==> src/core/smc_defines.svh <==
`ifndef SMC_DEFINES_SVH
`define SMC_DEFINES_SVH

// word structure in pulse positions
`define SMC_WORD_POSITIONS   42
`define SMC_POS_W            6
`define SMC_POS_LAST         6'h29
`define SMC_POS_SIGN_CLEAR   6'h23
`define SMC_POS_SIGN         6'h25
`define SMC_POS_READOUT      6'h01
`define SMC_SIGN_HELD_TIMES  40

// reset values
`define SMC_RST_POS          6'h00
`define SMC_RST_BIT          1'b0

`endif

==> src/core/smc_pkg.sv <==
package smc_pkg;

  // one pulse time of both operand lines
  typedef struct packed {
    logic a_digit;
    logic b_digit;
  } smc_digits_s;

  // outcome of the full comparator
  typedef struct packed {
    logic a_greater;
    logic equal;
    logic less_than;
  } smc_outcome_s;

  // timing pulses decoded from the word position
  typedef struct packed {
    logic sign_clear_pulse;
    logic sign_position_pulse;
    logic sign_readout_pulse;
  } smc_timing_s;

endpackage

==> src/core/smc_comparator.sv <==
// Operation
// - word is 42 pulse positions, one clock each
// - digits arrive least significant first
// - sign pulse means positive, none negative
// - flip-flop sets, restores, holds between pulses
// - set and restore outputs are complementary
// - gate passes with permissives, without inhibits
// - buffer merges sources as logical or
// - sign flag sets on pulse at p37
// - sign flag restored at p35 every word
// - positive sign holds flag 40 pulse times
// - sign read out through gate at p1
// - restoring pulse clears greater flag first
// - equal digits change no state
// - a one, b zero sets greater flag
// - b one, a zero restores greater flag
// - simple result is greater or not greater
// - restored full states give equal indication
// - a one, b zero sets a-greater state
// - b wins sets b-greater, restores a-greater
// - state after most significant digit is result
// - sign position suppressed at comparison gates
// - gate controls overlap the gated signal
`timescale 1ns/100ps
`include "smc_defines.svh"

module smc_comparator #(
  parameter int WORD_POSITIONS = `SMC_WORD_POSITIONS
) (
  input  wire logic                clock,
  input  wire logic                reset,
  input  wire logic                word_start,
  input  wire logic                restore_pulse,
  input  wire smc_pkg::smc_digits_s digits,
  input  wire logic                sign_line,
  output logic                     simple_a_greater,
  output smc_pkg::smc_outcome_s    outcome,
  output logic                     sign_set_out,
  output logic                     sign_restore_out,
  output logic                     sign_readout,
  output smc_pkg::smc_timing_s     timing
);
  import smc_pkg::*;

  localparam logic [`SMC_POS_W-1:0] POS_LAST = `SMC_POS_W'(WORD_POSITIONS - 1);

  // position counter and its next value
  logic [`SMC_POS_W-1:0] pos_ff;
  logic [`SMC_POS_W-1:0] nxt_pos;
  // comparator flip-flops
  logic                  greater_ff;
  logic                  nxt_greater;
  logic                  a_greater_state_ff;
  logic                  nxt_a_greater_state;
  logic                  b_greater_state_ff;
  logic                  nxt_b_greater_state;
  // sign capture flip-flop, both sides registered
  logic                  sign_flag_ff;
  logic                  nxt_sign_flag;
  logic                  sign_restore_ff;
  // output registers
  logic                  readout_ff;
  smc_timing_s           timing_ff;
  smc_outcome_s          outcome_ff;
  logic                  simple_ff;

  // word position counter, word_start realigns to position 0
  assign nxt_pos = word_start ? `SMC_RST_POS :
                   (pos_ff == POS_LAST) ? `SMC_RST_POS : pos_ff + `SMC_POS_W'(1);

  // timing pulses decoded from the current position
  wire at_sign_clear = (pos_ff == `SMC_POS_SIGN_CLEAR);
  wire at_sign       = (pos_ff == `SMC_POS_SIGN);
  wire at_readout    = (pos_ff == `SMC_POS_READOUT);

  // comparison gates: each digit inhibits the other, sign suppressed
  wire a_wins_gate = digits.a_digit & ~digits.b_digit & ~at_sign;
  wire b_wins_gate = digits.b_digit & ~digits.a_digit & ~at_sign;

  // restore sources buffered together
  wire clear_greater = restore_pulse | b_wins_gate;

  // simple comparator flag, restore wins over a set
  assign nxt_greater = a_wins_gate & ~restore_pulse ? 1'b1 :
                       clear_greater ? 1'b0 : greater_ff;

  // full comparator states
  assign nxt_a_greater_state = restore_pulse ? 1'b0 :
                               a_wins_gate ? 1'b1 :
                               b_wins_gate ? 1'b0 : a_greater_state_ff;
  assign nxt_b_greater_state = restore_pulse ? 1'b0 :
                               b_wins_gate ? 1'b1 :
                               a_wins_gate ? 1'b0 : b_greater_state_ff;

  // sign capture gate and flag, set beats the clear
  wire sign_gate = sign_line & at_sign;
  assign nxt_sign_flag = sign_gate ? 1'b1 :
                         at_sign_clear ? 1'b0 : sign_flag_ff;

  // sequential state
  always_ff @(posedge clock) begin
    if (reset) begin
      pos_ff             <= `SMC_RST_POS;
      greater_ff         <= `SMC_RST_BIT;
      a_greater_state_ff <= `SMC_RST_BIT;
      b_greater_state_ff <= `SMC_RST_BIT;
      sign_flag_ff       <= `SMC_RST_BIT;
      sign_restore_ff    <= 1'b1;
    end else begin
      pos_ff             <= nxt_pos;
      greater_ff         <= nxt_greater;
      a_greater_state_ff <= nxt_a_greater_state;
      b_greater_state_ff <= nxt_b_greater_state;
      sign_flag_ff       <= nxt_sign_flag;
      sign_restore_ff    <= ~nxt_sign_flag;
    end
  end

  // registered outputs
  always_ff @(posedge clock) begin
    if (reset) begin
      readout_ff <= `SMC_RST_BIT;
      timing_ff  <= '0;
      outcome_ff <= '{a_greater: 1'b0, equal: 1'b1, less_than: 1'b0};
      simple_ff  <= `SMC_RST_BIT;
    end else begin
      readout_ff <= sign_flag_ff & at_readout;
      timing_ff  <= '{sign_clear_pulse: at_sign_clear, sign_position_pulse: at_sign,
                      sign_readout_pulse: at_readout};
      outcome_ff <= '{a_greater: nxt_a_greater_state,
                      equal: ~nxt_a_greater_state & ~nxt_b_greater_state,
                      less_than: nxt_b_greater_state & ~nxt_a_greater_state};
      simple_ff  <= nxt_greater;
    end
  end

  assign simple_a_greater = simple_ff;
  assign outcome          = outcome_ff;
  assign sign_set_out     = sign_flag_ff;
  assign sign_restore_out = sign_restore_ff;
  assign sign_readout     = readout_ff;
  assign timing           = timing_ff;

  // helper count of cycles the sign flag stays set
  logic [`SMC_POS_W-1:0] held_cnt;
  always_ff @(posedge clock) begin
    if (reset) begin
      held_cnt <= `SMC_RST_POS;
    end else if (sign_flag_ff) begin
      held_cnt <= held_cnt + `SMC_POS_W'(1);
    end else begin
      held_cnt <= `SMC_RST_POS;
    end
  end

  // position wraps to 0 after the last position
  chk_pos_wraps: assert property (@(posedge clock) disable iff (reset)
    (pos_ff == POS_LAST && !word_start) |=> pos_ff == `SMC_RST_POS)
    else $error("position did not wrap after last");

  // position steps by one inside a word
  chk_pos_steps: assert property (@(posedge clock) disable iff (reset)
    (pos_ff != POS_LAST && !word_start) |=> pos_ff == $past(pos_ff) + `SMC_POS_W'(1))
    else $error("position did not step by one");

  // word_start realigns the counter
  chk_start_aligns: assert property (@(posedge clock) disable iff (reset)
    word_start |=> pos_ff == `SMC_RST_POS)
    else $error("word start did not realign position");

  // a win sets a-greater and restores b-greater
  chk_a_wins_sets: assert property (@(posedge clock) disable iff (reset)
    (a_wins_gate && !restore_pulse) |=> a_greater_state_ff && !b_greater_state_ff)
    else $error("a win did not set a-greater");

  // b win sets b-greater and restores a-greater
  chk_b_wins_sets: assert property (@(posedge clock) disable iff (reset)
    (b_wins_gate && !restore_pulse) |=> b_greater_state_ff && !a_greater_state_ff)
    else $error("b win did not set b-greater");

  // restore beats a digit in the same pulse time
  chk_restore_wins: assert property (@(posedge clock) disable iff (reset)
    restore_pulse |=> !a_greater_state_ff && !b_greater_state_ff && !greater_ff)
    else $error("restore lost to a digit");

  // matching digits leave every comparator flip-flop alone
  chk_equal_holds: assert property (@(posedge clock) disable iff (reset)
    (!a_wins_gate && !b_wins_gate && !restore_pulse) |=>
      $stable(greater_ff) && $stable(a_greater_state_ff) && $stable(b_greater_state_ff))
    else $error("state changed on equal digits");

  // restore shows equal on the next output cycle
  chk_restore_equal: assert property (@(posedge clock) disable iff (reset)
    restore_pulse |=> outcome.equal && !outcome.less_than && !outcome.a_greater)
    else $error("restore did not give equal");

  // equal persists while digits keep matching
  chk_equal_persists: assert property (@(posedge clock) disable iff (reset)
    (outcome.equal && !a_wins_gate && !b_wins_gate) |=> outcome.equal)
    else $error("equal dropped on matching digits");

  // exactly one indication at any time
  chk_one_outcome: assert property (@(posedge clock) disable iff (reset)
    $onehot(outcome))
    else $error("outcome not one-hot");

  // outcome shows the state flip-flops
  chk_outcome_tracks: assert property (@(posedge clock) disable iff (reset)
    outcome.a_greater == a_greater_state_ff && outcome.less_than == b_greater_state_ff)
    else $error("outcome does not show comparator state");

  // simple comparator set by an a win
  chk_simple_set: assert property (@(posedge clock) disable iff (reset)
    (a_wins_gate && !restore_pulse) |=> greater_ff)
    else $error("a win did not set simple flag");

  // simple comparator restored by a b win
  chk_simple_restore: assert property (@(posedge clock) disable iff (reset)
    b_wins_gate |=> !greater_ff)
    else $error("b win did not restore simple flag");

  // simple output shows only greater or not greater
  chk_simple_out: assert property (@(posedge clock) disable iff (reset)
    simple_a_greater == greater_ff)
    else $error("simple output differs from its flag");

  // restoring pulse clears the simple flag
  chk_simple_clear: assert property (@(posedge clock) disable iff (reset)
    restore_pulse |=> !greater_ff)
    else $error("restore did not clear greater");

  // buffered restore sources each clear the flag
  chk_buffer_or: assert property (@(posedge clock) disable iff (reset)
    (restore_pulse || b_wins_gate) |=> !greater_ff)
    else $error("buffered restore source ignored");

  // both digits high block both gates
  chk_gate_blocked: assert property (@(posedge clock) disable iff (reset)
    (digits.a_digit && digits.b_digit) |-> !a_wins_gate && !b_wins_gate)
    else $error("gate passed with inhibit present");

  // sign position takes no part in the decision
  chk_sign_ignored: assert property (@(posedge clock) disable iff (reset)
    (at_sign && !restore_pulse) |=>
      $stable(a_greater_state_ff) && $stable(b_greater_state_ff) && $stable(greater_ff))
    else $error("sign position altered comparison");

  // sign pulse at the sample sets the flag
  chk_sign_capture: assert property (@(posedge clock) disable iff (reset)
    (at_sign && sign_line) |=> sign_set_out && !sign_restore_out)
    else $error("sign not captured");

  // no sign pulse leaves the flag restored
  chk_sign_negative: assert property (@(posedge clock) disable iff (reset)
    (at_sign && !sign_line && $past(at_sign_clear, 2)) |=> !sign_set_out)
    else $error("negative word set sign flag");

  // set and restore sides always opposite
  chk_sign_complement: assert property (@(posedge clock) disable iff (reset)
    sign_set_out != sign_restore_out)
    else $error("sign outputs not complementary");

  // flag holds between set and restore pulses
  chk_sign_holds: assert property (@(posedge clock) disable iff (reset)
    (!sign_gate && !at_sign_clear) |=> $stable(sign_flag_ff))
    else $error("sign flag changed without a pulse");

  // clear pulse restores the flag
  chk_sign_clear: assert property (@(posedge clock) disable iff (reset)
    at_sign_clear |=> !sign_set_out)
    else $error("sign flag not cleared");

  // a captured sign stays no longer than the held count
  chk_sign_held: assert property (@(posedge clock) disable iff (reset)
    held_cnt <= `SMC_POS_W'(`SMC_SIGN_HELD_TIMES))
    else $error("sign held too long");

  // sign timing pulse follows its position
  chk_timing_sign: assert property (@(posedge clock) disable iff (reset)
    at_sign |=> timing.sign_position_pulse)
    else $error("sign timing pulse missing");

  // clear timing pulse follows its position
  chk_timing_clear: assert property (@(posedge clock) disable iff (reset)
    at_sign_clear |=> timing.sign_clear_pulse)
    else $error("clear timing pulse missing");

  // readout gate passes a captured sign
  chk_readout_gate: assert property (@(posedge clock) disable iff (reset)
    (at_readout && sign_flag_ff) |=> sign_readout)
    else $error("readout missed");

  // readout gate blocked otherwise
  chk_readout_quiet: assert property (@(posedge clock) disable iff (reset)
    (!at_readout || !sign_flag_ff) |=> !sign_readout)
    else $error("readout without strobe or sign");

  // readout timing pulse follows its position
  chk_timing_readout: assert property (@(posedge clock) disable iff (reset)
    at_readout |=> timing.sign_readout_pulse)
    else $error("readout timing pulse missing");

  // main scenarios
  cov_a_wins: cover property (@(posedge clock) disable iff (reset) outcome.a_greater);
  cov_b_wins: cover property (@(posedge clock) disable iff (reset) outcome.less_than);
  cov_sign_full: cover property (@(posedge clock) disable iff (reset)
    held_cnt == `SMC_POS_W'(`SMC_SIGN_HELD_TIMES));
  cov_readout: cover property (@(posedge clock) disable iff (reset) sign_readout);
  cov_late_win: cover property (@(posedge clock) disable iff (reset) a_greater_state_ff ##1 b_greater_state_ff);

endmodule

==> config.mk <==
export PLATFORM = sky130hd
export DESIGN_NAME = smc_comparator
export DESIGN_NICKNAME = d
export VERILOG_FILES = /design/src/core/smc_pkg.sv /design/src/core/smc_comparator.sv
export VERILOG_INCLUDE_DIRS = /design/src /design/src/core
export SDC_FILE = /design/constraint.sdc
export NUM_CORES = 1
export LEC_CHECK = 0
export BUFFER_PORTS_ARGS = -buffer_cell sky130_fd_sc_hd__buf_2
export CAP_MARGIN = 40
export CORE_MARGIN = 3
export CORE_UTILIZATION = 45
export CTS_BUF_LIST = sky130_fd_sc_hd__clkbuf_8 sky130_fd_sc_hd__clkbuf_16
export DETAILED_ROUTE_END_ITERATION = 16
export GPL_ROUTABILITY_DRIVEN = 0
export MAX_ROUTING_LAYER = met4
export PLACE_DENSITY = 0.83
export SLEW_MARGIN = 5
export SYNTH_ARGS = -nofsm -noshare
export SYNTH_HDL_FRONTEND = slang
export SYNTH_SLANG_ARGS = --single-unit
==> constraint.sdc <==
create_clock -name clock -period 1.3 [get_ports clock]
set_input_delay 0.13 -clock clock [delete_from_list [all_inputs] [get_ports clock]]
set_output_delay 0.13 -clock clock [all_outputs]
set_load 0.01 [all_outputs]
; ---- Yosys cells after proc, flatten, opt, wreduce, memory -nomap -nowiden
; Cells that the tools add are included.
[word_totals]
in_bits = 7
register_bits = 17
[classes]
n_addsub = 1
n_reduce_logical = 2
mux = 10
bitwise_logic = 17
eq_ne = 4
[ops]
columns = op, n
row1 = $eq 6x6->1 const B, 3
row2 = $mux 1, 10
row3 = $and 1x1->1, 9
row4 = $not 1->1, 7
row5 = $add 6x1->6 const B, 1
row6 = $eq 6x1->1 const B, 1
row7 = $reduce_or 3->1, 1
row8 = $reduce_bool 2->1, 1
row9 = $or 1x1->1, 1

; ---- Longest topological paths before layout
[logic_depth]
depth_word = 8
depth_mapped = 6
mapped_depth_nobuf = 5

; ---- Worst setup path before layout
; OpenSTA, ideal clock, no wires.
[synth_path]
path_kind = reg-to-reg
startpoint = register pos_ff[1]
endpoint = register pos_ff[5]
path_buffers = 1
stages_incl_launch_ff = 7
required_ps = 1230
setup_time_ps = 70
path_slack_ps = -95
arrival_time_ps = 1325
path_cell_list = dfxtp_1 inv_1 ha_1 and2_1 buf_2 a311o_1 a21oi_1
[synth_between]
elab_chain_cells = 2
elab_cells_between_ends = 3
[synth_lines]
columns = element, line
row1 = from (decl), smc_comparator.sv:48  ; logic [`SMC_POS_W-1:0] pos_ff;
row2 = from (signal assigned), smc_comparator.sv:103  ; pos_ff <= `SMC_RST_POS;
row3 = from (signal assigned), smc_comparator.sv:110  ; pos_ff <= nxt_pos;
row4 = branches (longest 2 deep; another with $add 6x1->6), --
; Parallel ways; which one is timed is not known.
; A chain may end at the register's enable or synchronous reset.

; ---- Worst setup path after layout
; Ends and elaborated chain as after synthesis.

==> qor.log <==
[run_status] status complete, no violations
[route] vias after detailed routing 603
[timing] Final Skew 1.019 ps
[critical_path] CP max stage delay 350 ps
[route] Post-Route WL 1334 µm
[power_and_ir_drop] IR Drop Worst-Case VDD 568.0 µV
[power_and_ir_drop] LEAKAGE 0.0003741 µW
[critical_path] element type at the critical path start flip-flop
[floorplan] floorplan die width 45.85 µm
[clocking] number of levels the H-tree was split into 1
[global_route] GRT Util Overall 0.1464
[timing] number of slew-limit violations in the final report 0
[critical_path] sequence of cells on the critical path inv_2 -> ha_4 -> and2_4 -> a311o_1 -> a21oi_2
[yosys] library cell with the largest summed area after synthesis sky130_fd_sc_hd__dfxtp_1
[yosys] biggest area contributors in the synthesized netlist sky130_fd_sc_hd__dfxtp_1 (48%), sky130_fd_sc_hd__nand3_1 (5.6%), sky130_fd_sc_hd__o21ai_0 (4.2%)
[floorplan] initial core utilization 0.5107
[timing] final worst path period share 0.9649
[clocking] clock buffer count from CTS 3
[route] First-pass DRT Iterations 4
[timing] PnR worst setup slack 45.67 ps
[timing] worst slew pin tran 376.8 ps
[timing] remaining max-slew budget at the tightest pin 0.7486
[clocking] clock tree buffer depth 2
[critical_path] slowest cell on the critical path sky130_fd_sc_hd__a311o_1
[final_layout] post-layout net count 108
[critical_path] startpoint-to-endpoint class of the critical path flip-flop to flip-flop
[floorplan] top-level port count 17
[critical_path] cell class contributing the biggest share of worst-path delay compound AO/OA/AOI/OAI gates
[final_layout] fraction of layout cells with a size suffix above 1 0.3776
[route] count of nets left with antenna violations after detail routing 0
[timing] endpoints failing setup 0
[route] Vias/cell 5.336
[floorplan] vertical extent of the die 45.85 µm
[placement] detailed placer's ending HPWL 924.6 µm
[placement] number of placed cells counting well taps 109
[timing] number of hold violations in the final report 0
[global_route] antenna violations before repair 0
[placement] input/output buffers 16
[critical_path] endpoint required time on the critical path 1480 ps
[final_layout] number of non-filler instances in the completed layout 113
[clocking] insertion delay of the later-clocked pin in the worst-skew pair 250 ps
[yosys] top cell type's share of synthesized area 0.4764
[critical_path] worst path buffer plus inverter count 1
[clocking] CTS tree built
[global_route] total global routing overflow 0
[yosys] total of warnings raised by yosys 0
[clocking] clock sink total 17
[yosys] post-synthesis cell type count 26
[yosys] cells after synthesis 75
[critical_path] critical path peak fanout 10
[floorplan] number of placement rows 13
[route] number of DRC markers in iteration 0 8
[global_route] first-pass GRT wire length 2090 µm
[critical_path] type of element capturing the critical path flip-flop
[critical_path] arrival time reported for the critical path endpoint 1430 ps
[timing] Period minus WS final 1254 ps
[power_and_ir_drop] pwr dens 1084 nW/µm²
[timing] Max Clock Freq 0.7972 GHz
[yosys] cell area after synthesis 714.4 µm²
[final_layout] final antenna diode count 0
[global_route] via count of the first global-routing pass 495
[clocking] post-CTS setup buffer count 0
[final_layout] area delta synth->final 27.67%
[global_route] maximum number of pins on one net before global-route repair 11
[yosys] Net Count, Synth 84
[floorplan] Die Area 2102 µm²
[route] count of unresolved DRC violations after routing 0
[clocking] clock transition at the registers of the reported paths 60 ps
[job] total of max-cap violations 0
[yosys] sequential element share of the synthesized area 0.4764
[hold_path] min-delay worst type input pin to flip-flop
[yosys] mean cell area of the mapped netlist 9.526 µm²
[clocking] clock root buffer sky130_fd_sc_hd__clkbuf_8
[placement] worst setup slack before clock tree synthesis 22.45 ps
[floorplan] Core Area 1399 µm²
[route] Avg WL per Cell 11.81 µm
[yosys] Seq cells post-synth 17
==> cell families (layout without fill, tap and decap cells) <==
family,after synthesis,count (layout),share of synthesized area
AO/OA/AOI/OAI,18,18,0.1576
XOR/XNOR,4,4,0.04905
adder cells (fa/ha/maj),2,2,0.03502
buffers and inverters,6,29,0.04027
flip-flops,17,17,0.4764
AND/OR/NAND/NOR,28,28,0.2417
==> layout make-up <==
cell class | count | area, µm²
Timing Repair Buffer | 22 | 125.1
Clock buffer | 3 | 41.29
Multi-Input combinational cell | 52 | 367.9
Fill cell | 111 | 486.7
Clock inverter | 1 | 5.005
Tap cell | 15 | 18.77
Sequential cell | 17 | 342.8
Inverter | 3 | 11.26
==> placed cells by master (no fill, tap or decap), types with 2 or more instances in the layout <==
cell / netlist / layout
sky130_fd_sc_hd__a211o_1: 2 / 2
sky130_fd_sc_hd__nor3_1: 2 / 2
sky130_fd_sc_hd__nand3_1: 8 / 8
sky130_fd_sc_hd__dfxtp_2: 0 / 2
sky130_fd_sc_hd__nor2_1: 7 / 7
sky130_fd_sc_hd__buf_2: 1 / 16
sky130_fd_sc_hd__a21oi_1: 3 / 2
sky130_fd_sc_hd__dfxtp_1: 17 / 15
sky130_fd_sc_hd__xor2_1: 2 / 2
sky130_fd_sc_hd__clkbuf_8: 0 / 3
sky130_fd_sc_hd__xnor2_1: 2 / 2
sky130_fd_sc_hd__nand2_1: 3 / 3
sky130_fd_sc_hd__buf_4: 1 / 6
sky130_fd_sc_hd__o21ai_0: 6 / 5
sky130_fd_sc_hd__inv_1: 3 / 2
sky130_fd_sc_hd__a31oi_1: 4 / 4
==> routing by layer <==
metal / routed length, µm / track usage / vias to the layer above
met5: 0 / - / -
met4: 23 / 0.1023 / 0
met3: 104 / 0.04743 / 4
met2: 604 / 0.1978 / 21
met1: 602 / 0.1797 / 267
li1: - / - / 311
==> cells in the mapped netlist <==
library cell / n
sky130_fd_sc_hd__a211o_1: 2
sky130_fd_sc_hd__a21o_1: 1
sky130_fd_sc_hd__a21oi_1: 3
sky130_fd_sc_hd__a311o_1: 1
sky130_fd_sc_hd__a31oi_1: 4
sky130_fd_sc_hd__and2_1: 2
sky130_fd_sc_hd__buf_2: 1
sky130_fd_sc_hd__buf_4: 1
sky130_fd_sc_hd__clkbuf_2: 1
sky130_fd_sc_hd__dfxtp_1: 17
sky130_fd_sc_hd__ha_1: 2
sky130_fd_sc_hd__inv_1: 3
sky130_fd_sc_hd__nand2_1: 3
sky130_fd_sc_hd__nand3_1: 8
sky130_fd_sc_hd__nor2_1: 7
sky130_fd_sc_hd__nor2b_1: 1
sky130_fd_sc_hd__nor3_1: 2
sky130_fd_sc_hd__nor3b_4: 1
sky130_fd_sc_hd__nor4b_4: 1
sky130_fd_sc_hd__o21ai_0: 6
sky130_fd_sc_hd__o31ai_1: 1
sky130_fd_sc_hd__or2_2: 1
sky130_fd_sc_hd__or3_1: 1
sky130_fd_sc_hd__or3_4: 1
sky130_fd_sc_hd__xnor2_1: 2
sky130_fd_sc_hd__xor2_1: 2
==> state kept, by name (all words and copies together) (netlist names) <==
name / count
sign_readout: 1
b_greater_state_ff: 1
sign_set_out: 1
sign_restore_out: 1
outcome: 3
simple_a_greater: 1
timing: 3
pos_ff: 6
==> report_power, final <==
part,internal [µW],total (µW),switching [µW]
Sequential,532,538,6.46
Clock,212,381,169
Combinational,33.6,69.8,36.2
==> final timing paths <==
| check | endpoint | from | slack [ps] | cells after the start |
|---|---|---|---|---|
| worst max-delay path | pos_ff[5] | pos_ff[1] | 50 | 5 |
| worst min-delay path | pos_ff[4] | word_start | 60 | 2 |
| worst max register to register | pos_ff[5] | pos_ff[1] | 50 | 5 |
| worst min register to register | outcome[1] | b_greater_state_ff | 500 | 1 |
==> metrics by stage <==
step	setup TNS (ps)	instance area (µm²)	total power [µW]	util	hold WS, ps
3_3_place_gp	0	857.1	617.6	0.6127	319.4
2_1_floorplan	-30.12	737.0	591.3	-	209.3
4_1_cts	0	903.4	1002	0.6458	51.61
6_report	0	912.1	988.9	0.6521	61.28
3_5_place_dp	0	857.1	618.5	0.6127	320.9
5_1_grt	-9.481	912.1	1045	0.6521	50.30
==> what timing repair did <==
action / in CTS / in global routing
setup endpoints to repair: 2 / 4
pin swaps: 1 / 0
resized for setup: 1 / 3
endpoints found under the hold margin: 0 / 0
cloned: 0 / 0
hold buffers: 0 / 0
No activity file was read; power rests on OpenSTA's default activity.
